$ cat config.mk
export PLATFORM = sky130hd
export DESIGN_NAME = tpw_timebase
export DESIGN_NICKNAME = d
export VERILOG_FILES = /design/src/tpw_pkg.sv /design/src/tpw_timebase.sv
export VERILOG_INCLUDE_DIRS = /design/src /design/src/src
export SDC_FILE = /design/constraint.sdc
export NUM_CORES = 1
export LEC_CHECK = 0
export ABC_AREA = 1
export ABC_CLOCK_PERIOD_IN_PS = 13520
export BUFFER_PORTS_ARGS = -buffer_cell sky130_fd_sc_hd__buf_4
export CAP_MARGIN = 40
export CORE_UTILIZATION = 40
export DETAILED_ROUTE_END_ITERATION = 8
export GPL_TIMING_DRIVEN = 0
export HOLD_SLACK_MARGIN = 0.06
export PLACE_DENSITY = 0.58
export SLEW_MARGIN = 40
export SYNTH_ARGS = -nofsm -noshare
export SYNTH_HDL_FRONTEND = slang
export SYNTH_SLANG_ARGS = --single-unit
$ cat constraint.sdc
create_clock -name mclk -period 13.52 [get_ports mclk]
set_input_delay 0.676 -clock mclk [delete_from_list [all_inputs] [get_ports mclk]]
set_output_delay 0.676 -clock mclk [all_outputs]
set_load 0.005 [all_outputs]
$ cat src/tpw_cfg.svh
`ifndef TPW_CFG_SVH
`define TPW_CFG_SVH

// ----------------------------------------
// Register byte offsets
// ----------------------------------------
`define TPW_OFS_HALF   8'h00
`define TPW_OFS_DEAD   8'h04
`define TPW_OFS_MINPW  8'h08
`define TPW_OFS_SYNCW  8'h0C
`define TPW_OFS_DUTYA  8'h10
`define TPW_OFS_DUTYB  8'h14
`define TPW_OFS_DUTYC  8'h18
`define TPW_OFS_SEG    8'h1C
`define TPW_OFS_MODE   8'h20
`define TPW_OFS_STAT   8'h24

// ----------------------------------------
// Field positions and reset values
// ----------------------------------------
`define TPW_MODE_DBL_BIT  6
`define TPW_STAT_HALF_BIT 3
`define TPW_SEG_XOVER_LSB 6
`define TPW_RST_SYNCW     8'h27
`define TPW_RESP_OKAY     2'b00
`define TPW_RESP_SLVERR   2'b10

`endif

$ cat src/tpw_pkg.sv
package tpw_pkg;

    // Timer sequencing: idle until the half period is written
    typedef enum logic [1:0] {
        TPW_IDLE = 2'b00,
        TPW_RUN  = 2'b01
    } tpw_state_t;

    // Software copies and working copies share one layout
    typedef struct packed {
        logic [15:0] half;
        logic [9:0]  dead;
        logic [15:0] min_pw;
        logic [7:0]  sync_w;
        logic [15:0] duty_a;
        logic [15:0] duty_b;
        logic [15:0] duty_c;
        logic [8:0]  seg;
    } tpw_work_t;

    // Gate drive pins, active low
    typedef struct packed {
        logic phase_a_high_out;
        logic phase_a_low_out;
        logic phase_b_high_out;
        logic phase_b_low_out;
        logic phase_c_high_out;
        logic phase_c_low_out;
    } tpw_pins_t;

endpackage

$ cat src/tpw_timebase.sv
// What this block does
// - One tick is one clock; half-period value counts ticks per half period.
// - Half-period register is 16 bits; full period is twice tick times value.
// - One 10-bit read/write dead-time register serves all three output pairs.
// - Gap between one switch off and its complement on is twice dead time ticks.
// - Dead-time zero inserts no gap between complementary transitions.
// - Mode control bit 6 clear gives single update, set gives double update.
// - Update mode bit reads zero after reset, so single update is default.
// - Single update gives exactly one sync pulse per period, at its start.
// - Each sync rising edge copies timing and duty registers to working copies.
// - The same edge copies output enable and crossover settings too.
// - Double update adds a midpoint sync pulse that reloads everything again.
// - Status bit 3 is clear in the first half period, set in the second.
// - Sync pulse drives a pin for one plus width-register ticks.
// - Sync width register resets to 0x27.
// - An interrupt request goes out with every sync pulse.
// - Timing outputs are active low; low turns the power switch on.
// - No timing outputs until half period and all duties written; half starts timer and sync.
// - High-side on-time per half is duty minus dead time, in ticks.
`timescale 1ns/1ps
`default_nettype none
`include "tpw_cfg.svh"

module tpw_timebase
    import tpw_pkg::*;
(
    input  wire logic        mclk,
    input  wire logic        rst_n,
    input  wire logic [7:0]  s_axi_awaddr,
    input  wire logic        s_axi_awvalid,
    output logic             s_axi_awready,
    input  wire logic [31:0] s_axi_wdata,
    input  wire logic [3:0]  s_axi_wstrb,
    input  wire logic        s_axi_wvalid,
    output logic             s_axi_wready,
    output logic [1:0]       s_axi_bresp,
    output logic             s_axi_bvalid,
    input  wire logic        s_axi_bready,
    input  wire logic [7:0]  s_axi_araddr,
    input  wire logic        s_axi_arvalid,
    output logic             s_axi_arready,
    output logic [31:0]      s_axi_rdata,
    output logic [1:0]       s_axi_rresp,
    output logic             s_axi_rvalid,
    input  wire logic        s_axi_rready,
    output logic             period_sync_pulse,
    output logic             sync_irq,
    output tpw_pins_t        pwm_pins
);

    // ----------------------------------------
    // State
    // ----------------------------------------
    logic        aw_ok_ff, nxt_aw_ok, w_ok_ff, nxt_w_ok;
    logic [7:0]  aw_addr_ff, nxt_aw_addr;
    logic [31:0] w_data_ff, nxt_w_data;
    logic [3:0]  w_strb_ff, nxt_w_strb;
    logic        bvalid_ff, nxt_bvalid, rvalid_ff, nxt_rvalid;
    logic [1:0]  bresp_ff, nxt_bresp, rresp_ff, nxt_rresp;
    logic [31:0] rdata_ff, nxt_rdata;
    tpw_work_t   sw_ff, nxt_sw, wk_ff, nxt_wk;
    logic        mode_ff, nxt_mode;
    logic [3:0]  seen_ff, nxt_seen;
    tpw_state_t  state_ff, nxt_state;
    logic [15:0] cnt_ff, nxt_cnt;
    logic        half_ff, nxt_half;
    logic        sync_ff, nxt_sync, irq_ff, nxt_irq;
    logic [7:0]  scnt_ff, nxt_scnt;
    tpw_pins_t   pins_ff, nxt_pins;
    logic        do_wr, boundary, fire;

    // ----------------------------------------
    // Helpers
    // ----------------------------------------
    function automatic logic map_hit(input logic [7:0] a);
        map_hit = (a <= `TPW_OFS_STAT) && (a[1:0] == 2'b00);
    endfunction

    // Register view as software reads it
    function automatic logic [31:0] reg_read(input logic [7:0] a);
        reg_read = 32'h0000_0000;
        case (a)
            `TPW_OFS_HALF:  reg_read[15:0] = sw_ff.half;
            `TPW_OFS_DEAD:  reg_read[9:0] = sw_ff.dead;
            `TPW_OFS_MINPW: reg_read[15:0] = sw_ff.min_pw;
            `TPW_OFS_SYNCW: reg_read[7:0] = sw_ff.sync_w;
            `TPW_OFS_DUTYA: reg_read[15:0] = sw_ff.duty_a;
            `TPW_OFS_DUTYB: reg_read[15:0] = sw_ff.duty_b;
            `TPW_OFS_DUTYC: reg_read[15:0] = sw_ff.duty_c;
            `TPW_OFS_SEG:   reg_read[8:0] = sw_ff.seg;
            `TPW_OFS_MODE:  reg_read[`TPW_MODE_DBL_BIT] = mode_ff;
            `TPW_OFS_STAT:  reg_read[`TPW_STAT_HALF_BIT] = half_ff;
            default:        reg_read = 32'h0000_0000;
        endcase
    endfunction

    // Byte-lane merge of a write into the current value
    function automatic logic [31:0] merge(input logic [31:0] o, input logic [31:0] n,
                                          input logic [3:0] s);
        for (int b = 0; b < 4; b++) begin
            merge[b*8 +: 8] = s[b] ? n[b*8 +: 8] : o[b*8 +: 8];
        end
    endfunction

    // Pair on-state {high_on, low_on} at distance pos from the period edge
    function automatic logic [1:0] pair_on(input logic [15:0] pos, input logic [15:0] h,
                                           input logic [15:0] d, input logic [9:0] t);
        logic [18:0] p, hh, dd, tt;
        p  = {3'b000, pos};
        hh = {3'b000, h};
        dd = {3'b000, d};
        tt = {9'b0_0000_0000, t};
        pair_on[1] = (p + dd) >= (hh + tt);
        pair_on[0] = (p + dd + tt) < hh;
    endfunction

    // ----------------------------------------
    // AXI4-Lite slave
    // ----------------------------------------
    assign s_axi_awready = !aw_ok_ff && !bvalid_ff;
    assign s_axi_wready  = !w_ok_ff && !bvalid_ff;
    assign s_axi_arready = !rvalid_ff;
    assign s_axi_bvalid  = bvalid_ff;
    assign s_axi_bresp   = bresp_ff;
    assign s_axi_rvalid  = rvalid_ff;
    assign s_axi_rresp   = rresp_ff;
    assign s_axi_rdata   = rdata_ff;
    assign do_wr         = aw_ok_ff && w_ok_ff && !bvalid_ff;

    // Address and data are caught in either order; response after both
    always_comb begin
        nxt_aw_ok = aw_ok_ff;
        nxt_aw_addr = aw_addr_ff;
        nxt_w_ok = w_ok_ff;
        nxt_w_data = w_data_ff;
        nxt_w_strb = w_strb_ff;
        nxt_bvalid = bvalid_ff;
        nxt_bresp = bresp_ff;
        nxt_rvalid = rvalid_ff;
        nxt_rdata = rdata_ff;
        nxt_rresp = rresp_ff;
        if (s_axi_awvalid && s_axi_awready) begin
            nxt_aw_ok = 1'b1;
            nxt_aw_addr = s_axi_awaddr;
        end
        if (s_axi_wvalid && s_axi_wready) begin
            nxt_w_ok = 1'b1;
            nxt_w_data = s_axi_wdata;
            nxt_w_strb = s_axi_wstrb;
        end
        if (do_wr) begin
            nxt_aw_ok = 1'b0;
            nxt_w_ok = 1'b0;
            nxt_bvalid = 1'b1;
            nxt_bresp = map_hit(aw_addr_ff) ? `TPW_RESP_OKAY : `TPW_RESP_SLVERR;
        end else if (bvalid_ff && s_axi_bready) begin
            nxt_bvalid = 1'b0;
        end
        if (s_axi_arvalid && s_axi_arready) begin
            nxt_rvalid = 1'b1;
            nxt_rdata = reg_read(s_axi_araddr);
            nxt_rresp = map_hit(s_axi_araddr) ? `TPW_RESP_OKAY : `TPW_RESP_SLVERR;
        end else if (rvalid_ff && s_axi_rready) begin
            nxt_rvalid = 1'b0;
        end
    end

    always_ff @(posedge mclk or negedge rst_n) begin
        if (!rst_n) begin
            aw_ok_ff <= 1'b0;
            aw_addr_ff <= 8'h00;
            w_ok_ff <= 1'b0;
            w_data_ff <= 32'h0000_0000;
            w_strb_ff <= 4'h0;
            bvalid_ff <= 1'b0;
            bresp_ff <= 2'h0;
            rvalid_ff <= 1'b0;
            rdata_ff <= 32'h0000_0000;
            rresp_ff <= 2'h0;
        end else begin
            aw_ok_ff <= nxt_aw_ok;
            aw_addr_ff <= nxt_aw_addr;
            w_ok_ff <= nxt_w_ok;
            w_data_ff <= nxt_w_data;
            w_strb_ff <= nxt_w_strb;
            bvalid_ff <= nxt_bvalid;
            bresp_ff <= nxt_bresp;
            rvalid_ff <= nxt_rvalid;
            rdata_ff <= nxt_rdata;
            rresp_ff <= nxt_rresp;
        end
    end

    // ----------------------------------------
    // Software registers
    // ----------------------------------------
    // Read-only status and unmapped words simply ignore writes
    always_comb begin
        logic [31:0] v;
        v = merge(reg_read(aw_addr_ff), w_data_ff, w_strb_ff);
        nxt_sw = sw_ff;
        nxt_mode = mode_ff;
        nxt_seen = seen_ff;
        if (do_wr) begin
            case (aw_addr_ff)
                `TPW_OFS_HALF: begin
                    nxt_sw.half = v[15:0];
                    nxt_seen[0] = 1'b1;
                end
                `TPW_OFS_DEAD:  nxt_sw.dead = v[9:0];
                `TPW_OFS_MINPW: nxt_sw.min_pw = v[15:0];
                `TPW_OFS_SYNCW: nxt_sw.sync_w = v[7:0];
                `TPW_OFS_DUTYA: begin
                    nxt_sw.duty_a = v[15:0];
                    nxt_seen[1] = 1'b1;
                end
                `TPW_OFS_DUTYB: begin
                    nxt_sw.duty_b = v[15:0];
                    nxt_seen[2] = 1'b1;
                end
                `TPW_OFS_DUTYC: begin
                    nxt_sw.duty_c = v[15:0];
                    nxt_seen[3] = 1'b1;
                end
                `TPW_OFS_SEG:   nxt_sw.seg = v[8:0];
                `TPW_OFS_MODE:  nxt_mode = v[`TPW_MODE_DBL_BIT];
                default:        nxt_sw = sw_ff;
            endcase
        end
    end

    always_ff @(posedge mclk or negedge rst_n) begin
        if (!rst_n) begin
            sw_ff <= '0;
            sw_ff.sync_w <= `TPW_RST_SYNCW;
            mode_ff <= 1'b0;
            seen_ff <= 4'h0;
        end else begin
            sw_ff <= nxt_sw;
            mode_ff <= nxt_mode;
            seen_ff <= nxt_seen;
        end
    end

    // ----------------------------------------
    // Main timer and sync pulse
    // ----------------------------------------
    // 17-bit compare so a half period of all ones cannot wrap
    assign boundary = ({1'b0, cnt_ff} + 17'h0_0001) >= {1'b0, wk_ff.half};
    // Period start always syncs; midpoint only in double update
    assign fire = (state_ff == TPW_RUN) && boundary && (half_ff || mode_ff);

    always_comb begin
        nxt_state = state_ff;
        nxt_cnt = cnt_ff;
        nxt_half = half_ff;
        nxt_wk = wk_ff;
        nxt_sync = sync_ff;
        nxt_scnt = scnt_ff;
        nxt_irq = 1'b0;
        case (state_ff)
            TPW_IDLE: begin
                if (seen_ff[0]) begin
                    // Single update starts mid-half so first sync lands at 1.5 halves
                    nxt_state = TPW_RUN;
                    nxt_wk = sw_ff;
                    nxt_half = 1'b0;
                    nxt_cnt = mode_ff ? 16'h0000 : {1'b0, sw_ff.half[15:1]};
                end
            end
            TPW_RUN: begin
                if (boundary) begin
                    nxt_cnt = 16'h0000;
                    nxt_half = !half_ff;
                end else begin
                    nxt_cnt = cnt_ff + 16'h0001;
                end
                if (fire) begin
                    nxt_wk = sw_ff;
                end
            end
            default: nxt_state = TPW_IDLE;
        endcase
        // Width counts down from the freshly written value: high for width+1 ticks
        if (fire) begin
            nxt_sync = 1'b1;
            nxt_scnt = sw_ff.sync_w;
            nxt_irq = 1'b1;
        end else if (sync_ff) begin
            if (scnt_ff == 8'h00) begin
                nxt_sync = 1'b0;
            end else begin
                nxt_scnt = scnt_ff - 8'h01;
            end
        end
    end

    always_ff @(posedge mclk or negedge rst_n) begin
        if (!rst_n) begin
            state_ff <= TPW_IDLE;
            cnt_ff <= 16'h0000;
            half_ff <= 1'b0;
            wk_ff <= '0;
            sync_ff <= 1'b0;
            scnt_ff <= 8'h00;
            irq_ff <= 1'b0;
        end else begin
            state_ff <= nxt_state;
            cnt_ff <= nxt_cnt;
            half_ff <= nxt_half;
            wk_ff <= nxt_wk;
            sync_ff <= nxt_sync;
            scnt_ff <= nxt_scnt;
            irq_ff <= nxt_irq;
        end
    end

    assign period_sync_pulse = sync_ff;
    assign sync_irq = irq_ff;

    // ----------------------------------------
    // Pair generation and output control
    // ----------------------------------------
    // Second half is mirrored so patterns stay center based
    always_comb begin
        logic [15:0] pos, duty;
        logic [1:0]  on;
        logic [5:0]  v;
        logic        run;
        pos = half_ff ? (wk_ff.half - 16'h0001 - cnt_ff) : cnt_ff;
        duty = 16'h0000;
        on = 2'b00;
        v = 6'h00;
        run = (state_ff == TPW_RUN) && (&seen_ff);
        for (int i = 0; i < 3; i++) begin
            duty = (i == 0) ? wk_ff.duty_a : (i == 1) ? wk_ff.duty_b : wk_ff.duty_c;
            on = pair_on(pos, wk_ff.half, duty, wk_ff.dead);
            if (wk_ff.seg[`TPW_SEG_XOVER_LSB + i]) begin
                on = {on[0], on[1]};
            end
            v[5 - 2*i] = on[1] && !wk_ff.seg[2*i] && run;
            v[4 - 2*i] = on[0] && !wk_ff.seg[2*i + 1] && run;
        end
        nxt_pins = tpw_pins_t'(~v);
    end

    always_ff @(posedge mclk or negedge rst_n) begin
        if (!rst_n) begin
            pins_ff <= '1;
        end else begin
            pins_ff <= nxt_pins;
        end
    end

    assign pwm_pins = pins_ff;
endmodule

`default_nettype wire

==> impl_metrics.yaml, run 1 <==
setup_path:
  cp_common_cell: "nand2_1"
  critPathArrivalTime_ns: 7.56
  path_class: "flip-flop to flip-flop"
  cp-end-kind: "flip-flop"
  crit_path_max_fanout: 6
  worst-path-stages: 38
  required_ns: 13.98
  ff2ff_path_depth: 38
  crit_family: "simple AND/OR/NAND/NOR gates"
  slowest_delay_ns: 0.57
  cp-start-kind: "flip-flop"
  crit_buf_inv: 1
  crit_slowest_cell: "o21ai_1"
routing:
  drcViolationCount: 0
  drt_first_iter_violations: 1688
  firstDrtPassIters: 6
  final_antenna_net_count: 0
  wl_um: 79000
  num_vias: 21000
  vias_per_cell: 5.47
  wl_per_cell_um: 20.6
synthesis:
  synth_edf_count: 0
  synth_ff_type: "dfrtp_1"
  netlist.area_leader.share: 0.308
  yosysWarnings: 0
  syn_area_per_cell_sq_um: 7.20
  ys_types: 55
  synth_most_common_cell: "nand2_1"
  syn_area_sq_mm: 0.0217
  synthTopCellsByArea: "dfrtp_1 (31%), nand2_1 (16%), ha_1 (13%)"
  synthCells: 3009
  ys_seq_area_frac: 0.320
  synth_async_sr_flop_share: 1.00
  synth_top_cell_by_area: "dfrtp_1"
  ys_seq_elements: 277
  synthTopCellsByCount: "nand2_1 (900), inv_1 (383), dfrtp_1 (267)"
clocking:
  clock_latency_ns: 0.55
  cts_buffers: 27
  clock-sinks: 277
  cts_tree: "yes"
  clockBufferDepth: 3
  ctsHtreeMaxLevel: 1
  root_buffer: "clkbuf_16"
  path_clk_slew_ns: 0.07
sta:
  post-route-min-period_ns: 7.10
  hold_violations: 0
  finalSetupViolations: 0
  relSlewSlack: 0.425
  clock-skew-final_ns: 0.0103
  fmax_mhz: 141
  tns_ns: 0
  worstMarginPinSlew_ns: 0.854
  rsz0062_at_grt: "no"
  slew_viol_final: 0
  fin_crit_sh: 0.525
global_route:
  grt_max_degree: 73
  grt_antenna_before_repair: 0
  grt_pass1_vias: 20000
  grt.total_usage: 0.284
  grt_pass1_wl_um: 120000
  grt.overflow.total: 0
power_and_ir_drop:
  power.internal_w: 0.00189
  p_comb_frac: 0.426
  power_frac_clock: 0.278
  netSwitchingFraction: 0.406
  power_density_mw_per_mm2: 131
  p_leak_nw: 12.9
  switchingPower_w: 0.00129
  power_frac_seq: 0.296
  max-vdd-ir-drop_mv: 0.102
die:
  core_sq_mm: 0.0531
  die_h_um: 235
  core.rowCount: 84
  io_pins: 108
  start_util: 0.408
  fp.dieArea_sq_mm: 0.0551
  fp.dieW_um: 235
finish:
  drive_gt1_frac: 0.0647
  final_cells: 3839
  antenna_cells: 0
  nets: 3429
  syn2layout_area_growth_pct: 12.3
  nFillCells: 5392
hold_path:
  worstHoldPathType: "input port to flip-flop"
  hold_path_depth: 2
placement:
  port_buffers: 71
  hpwl_um: 65200
  dp.cells: 3789
  globalplace.congestion: 0.952
run_status:
  status: "completed"
run:
  maxCapViolations: 0
## area by class of cell
type                    count  area (sq um)  share of cell area
flip-flops and latches    277          6940               0.285
clock inverters            14           263              0.0108
plain buffers              88           537              0.0221
multi-input cells        2270         12800               0.527
clock buffers              35           786              0.0323
well taps                 688           861              0.0354
repair buffers             76           661              0.0271
inverters                 391          1470              0.0603
## worst paths after layout
path                                endpoint  slack [ns]          from
worst max-delay path             pwm_pins[4]        6.42     wk_ff[91]
worst min-delay path            s_axi_bvalid        0.30  s_axi_bready
worst max register to register   pwm_pins[4]        6.42     wk_ff[91]
worst min register to register    seen_ff[1]        0.45    seen_ff[1]
max in group asynchronous          sw_ff[58]       11.94         rst_n
min in group asynchronous          sw_ff[80]        0.59         rst_n
## metrics by stage
| stage | power, W | hold slack, ns | utilization | cell area (sq um) | setup slack (ns) |
|---|---|---|---|---|---|
| floorplan | 0.00182 | 0.380 | - | 21700 | 8.45 |
| global placement | 0.00226 | 0.436 | 0.436 | 23100 | 6.22 |
| detailed placement | 0.00230 | 0.438 | 0.438 | 23300 | 6.47 |
| CTS | 0.00319 | 0.291 | 0.458 | 24300 | 6.44 |
| global route | 0.00339 | 0.308 | 0.459 | 24300 | 6.07 |
| finish | 0.00319 | 0.301 | 0.459 | 24300 | 6.42 |
## logic make-up after synthesis
group                    Yosys count  share of synthesized area
buffers and inverters            479                     0.0925
AND/OR/NAND/NOR                 1399                      0.266
flip-flops                       277                      0.320
other                              1                   0.000173
adder cells (fa/ha/maj)          239                      0.141
multiplexers                      10                    0.00519
XOR/XNOR                          98                     0.0396
AO/OA/AOI/OAI                    506                      0.136
## registers in the layout, indices dropped and copies added (netlist names), 2 cells and up
signal	count
w_data_ff	16
w_strb_ff	2
s_axi_rdata	16
aw_addr_ff	8
seen_ff	4
sw_ff	107
pwm_pins	6
scnt_ff	8
wk_ff	83
cnt_ff	16
## per-layer routing
metal	wire length, um	vias up	GRT usage
met5	0	-	0
met4	3930	0	0.132
met3	3830	174	0.0199
met2	36600	731	0.477
met1	34600	9912	0.374
li1	-	10200	-
## repair_timing
action	4_1_cts	5_1_grt
hold buffers	1	0
gates resized for setup	0	0
setup buffers	0	0
hold endpoints to repair	29	0
## worst reg2reg max path, delay by kind of cell, from the launching register on
kind | cells | cell delay (ns)
flops | 1 | 0.56
compound gates | 5 | 1.28
simple gates | 24 | 2.55
xor+xnor | 3 | 0.81
buf+inv | 1 | 0.08
fa+ha+maj | 5 | 1.73
## cells in the final DEF (no fill, tap or decap), types with 10 or more instances in the layout
cell	Yosys	routed
nand2_1	900	900
inv_1	383	383
dfrtp_1	267	267
ha_1	231	231
nor2_1	195	195
nand3_1	193	193
a21oi_1	169	169
o21ai_0	149	141
buf_4	18	88
xor2_1	65	65
o22ai_1	53	53
clkbuf_1	49	49
nand4_1	47	47
xnor2_1	33	33
nor3_1	32	32
clkbuf_16	0	27
o21ai_1	19	22
a221oi_1	20	20
buf_6	18	18
conb_1	1	18
a32oi_1	14	14
o31ai_1	13	13
a21o_1	11	11
mux2_2	10	10
dfstp_2	10	10
## power groups by stage
| stage | Combinational, W | Sequential, W | Clock [W] |
|---|---|---|---|
| final | 0.00136 | 0.000943 | 0.000885 |
| after global routing | 0.00151 | 0.000950 | 0.000929 |
| after CTS | 0.00135 | 0.000943 | 0.000898 |
| after detailed placement | 0.00134 | 0.000958 | 0 |
| after global placement | 0.00131 | 0.000956 | 0 |
| after floorplan | 0.000881 | 0.000940 | 0 |
No activity file was read; power rests on OpenSTA's default activity.
==> inputs of run 2 (changes only) <==
- ABC_CLOCK_PERIOD_IN_PS: 13520 -> 6140
- PLACE_DENSITY: 0.58 -> 0.6
- clock period: 13.52 -> 6.14 ns (I/O delays scaled with it)
==> run 2 against run 1 <==
Core utilization increased by 2.1 points. Flip-flop and latch count unchanged. Fmax increased by 22%. Worst setup slack got worse by 6.1 ns. Sequential share of layout area decreased by 1.3 points. Die area unchanged. Worst hold slack got worse by 0.23 ns. Largest cell class unchanged.
==> impl_metrics.yaml, run 2 (synthesized netlist as in run 1, its figures left out) <==
die:
  fp.dieArea_sq_mm: 0.0551
  die_h_um: 235
  start_util: 0.408
  fp.dieW_um: 235
  core_sq_mm: 0.0531
  io_pins: 108
  core.rowCount: 84
finish:
  regMostFlops: "sw_ff"
  nets: 3484
  drive_gt1_frac: 0.104
  syn2layout_area_growth_pct: 17.4
  final_area_sq_mm: 0.0255
  largest_reg_flops: 107
  final_common_cell: "nand2_1"
  mostFrequentLayoutCells: "nand2_1 (880), inv_1 (380), dfrtp_1 (266), ha_1 (219), nand3_1 (187)"
  largestRegisters: "sw_ff x107, wk_ff x83"
run_status:
  status: "completed"
global_route:
  grt_pass1_vias: 20500
  grt_max_degree: 75
  grt.total_usage: 0.286
  grt.overflow.total: 0
  gr-usage-met2: 0.485
  use_met1: 0.375
  grt_pass1_wl_um: 121000
  grt_use_met3: 0.0281
  grt_busiest_layer: "met2"
  grt_antenna_before_repair: 0
routing:
  wl_per_cell_um: 20.5
  num_vias: 21200
  drcViolationCount: 0
  final_antenna_net_count: 0
  vias_per_cell: 5.45
  firstDrtPassIters: 6
  drt_first_iter_violations: 1571
  wl_um: 80000
clocking:
  cts_buffers: 29
  clockBufferDepth: 3
  cts_tree: "yes"
  clock-sinks: 277
  clock_latency_ns: 0.58
  ctsHtreeMaxLevel: 1
  root_buffer: "clkbuf_16"
  path_clk_slew_ns: 0.06
placement:
  hpwl_um: 65700
  port_buffers: 71
  globalplace.congestion: 0.986
  postPlaceCellArea_sq_mm: 0.0233
setup_path:
  cp_common_cell: "nand2_1"
  cp-end-kind: "flip-flop"
  required_ns: 6.63
  crit_slowest_cell: "dfrtp_1"
  slowest_delay_ns: 0.41
  crit_path_max_fanout: 4
  reg2reg_from: "cnt_ff[2]"
  ff2ff_path_depth: 31
  cp-start-kind: "flip-flop"
  path_class: "flip-flop to flip-flop"
  ff2ff_setup_slack_ns: 0.30
  critPathArrivalTime_ns: 6.33
  timing.rr.end: "pwm_pins[5]"
run:
  maxCapViolations: 0
power_and_ir_drop:
  power_density_mw_per_mm2: 282
  max-vdd-ir-drop_mv: 0.241
  p_leak_nw: 13.3
hold_path:
  worstHoldPathType: "input port to flip-flop"
  worstHoldStart: "s_axi_araddr[0]"
  hold_path_depth: 3
  hold_end: "s_axi_rresp[1]"
sta:
  fin_crit_sh: 0.951
  worstMarginPinSlew_ns: 0.845
  fmax_mhz: 171
  finalSetupViolations: 0
  post-route-min-period_ns: 5.84
  clock-skew-final_ns: 0.0228
  slew_viol_final: 0
  relSlewSlack: 0.431
  whs_ns: 0.0747
  hold_violations: 0
run 2: cell count changes in the layout (fill, tap and decap cells not counted), sizes merged, moves of 4 or more:
cell,before,now
dlygate4sd3,1,29
buf,114,140
clkbuf,84,89
bufinv,7,3
run 2: final cells by class:
class                      instances  area [sq um]
antenna                            1          2.50
clock buffer                      41           811
clock inverter                    12           160
tap                              688           861
multi-input combinational       2270         13500
sequential                       277          6950
fill                            5236         27600
buffer                            87           534
timing repair buffer             130          1180
inverter                         391          1470
run 2: worst max-delay path by stage:
stage,startpoint,end,slack [ns],depth (start not counted)
6_report,cnt_ff[2],pwm_pins[5],0.30,31
5_1_grt,cnt_ff[0],pwm_pins[5],-0.03,40
4_1_cts,cnt_ff[4],pwm_pins[1],0.009,35
3_5_place_dp,wk_ff[91],pwm_pins[1],-0.81,38
3_3_place_gp,cnt_ff[4],pwm_pins[1],-1.09,36
2_1_floorplan,cnt_ff[0],pwm_pins[3],1.07,41
run 2: power by group:
group | leakage [nW] | switching (W) | internal (W) | total (W)
combinational | 9.06 | 0.00209 | 0.00117 | 0.00325
sequential | 3.73 | 0.000120 | 0.00197 | 0.00209
clock | 0.477 | 0.000772 | 0.00105 | 0.00183
run 2: through the flow:
step	total power [W]	setup TNS [ns]	instances	setup slack (ns)	util
after global routing	0.00761	-0.0917	3896	-0.0274	0.480
after global placement	0.00498	-5.76	3785	-1.09	0.436
after floorplan	0.00401	0	3026	1.07	-
final	0.00717	0	3897	0.301	0.480
after CTS	0.00703	0	3880	0.00864	0.470
after detailed placement	0.00507	-4.06	3791	-0.807	0.439
run 2: metal layers:
layer  share of wire  up-vias
met3           0.053      116
met5               0        -
met1            0.43    10200
met2            0.47      668
li1                -    10300
met4           0.040        0
run 2: what timing repair did:
action / CTS / global route
setup endpoints to repair: 6 / 6
setup buffers: 7 / 17
endpoints found under the hold margin: 171 / 0
gates resized for setup: 43 / 87
pin swaps: 6 / 30
hold buffers: 29 / 0
run 2: critical path, delay by kind of cell (launching register included):
kind	cells	cell delay [ns]
buffers and inverters	3	0.45
DFF	1	0.41
AOI/OAI and AO/OA	8	1.36
and+or+nand+nor	14	1.49
xor gates and xnor gates	2	0.68
adders and majority gates	4	1.35
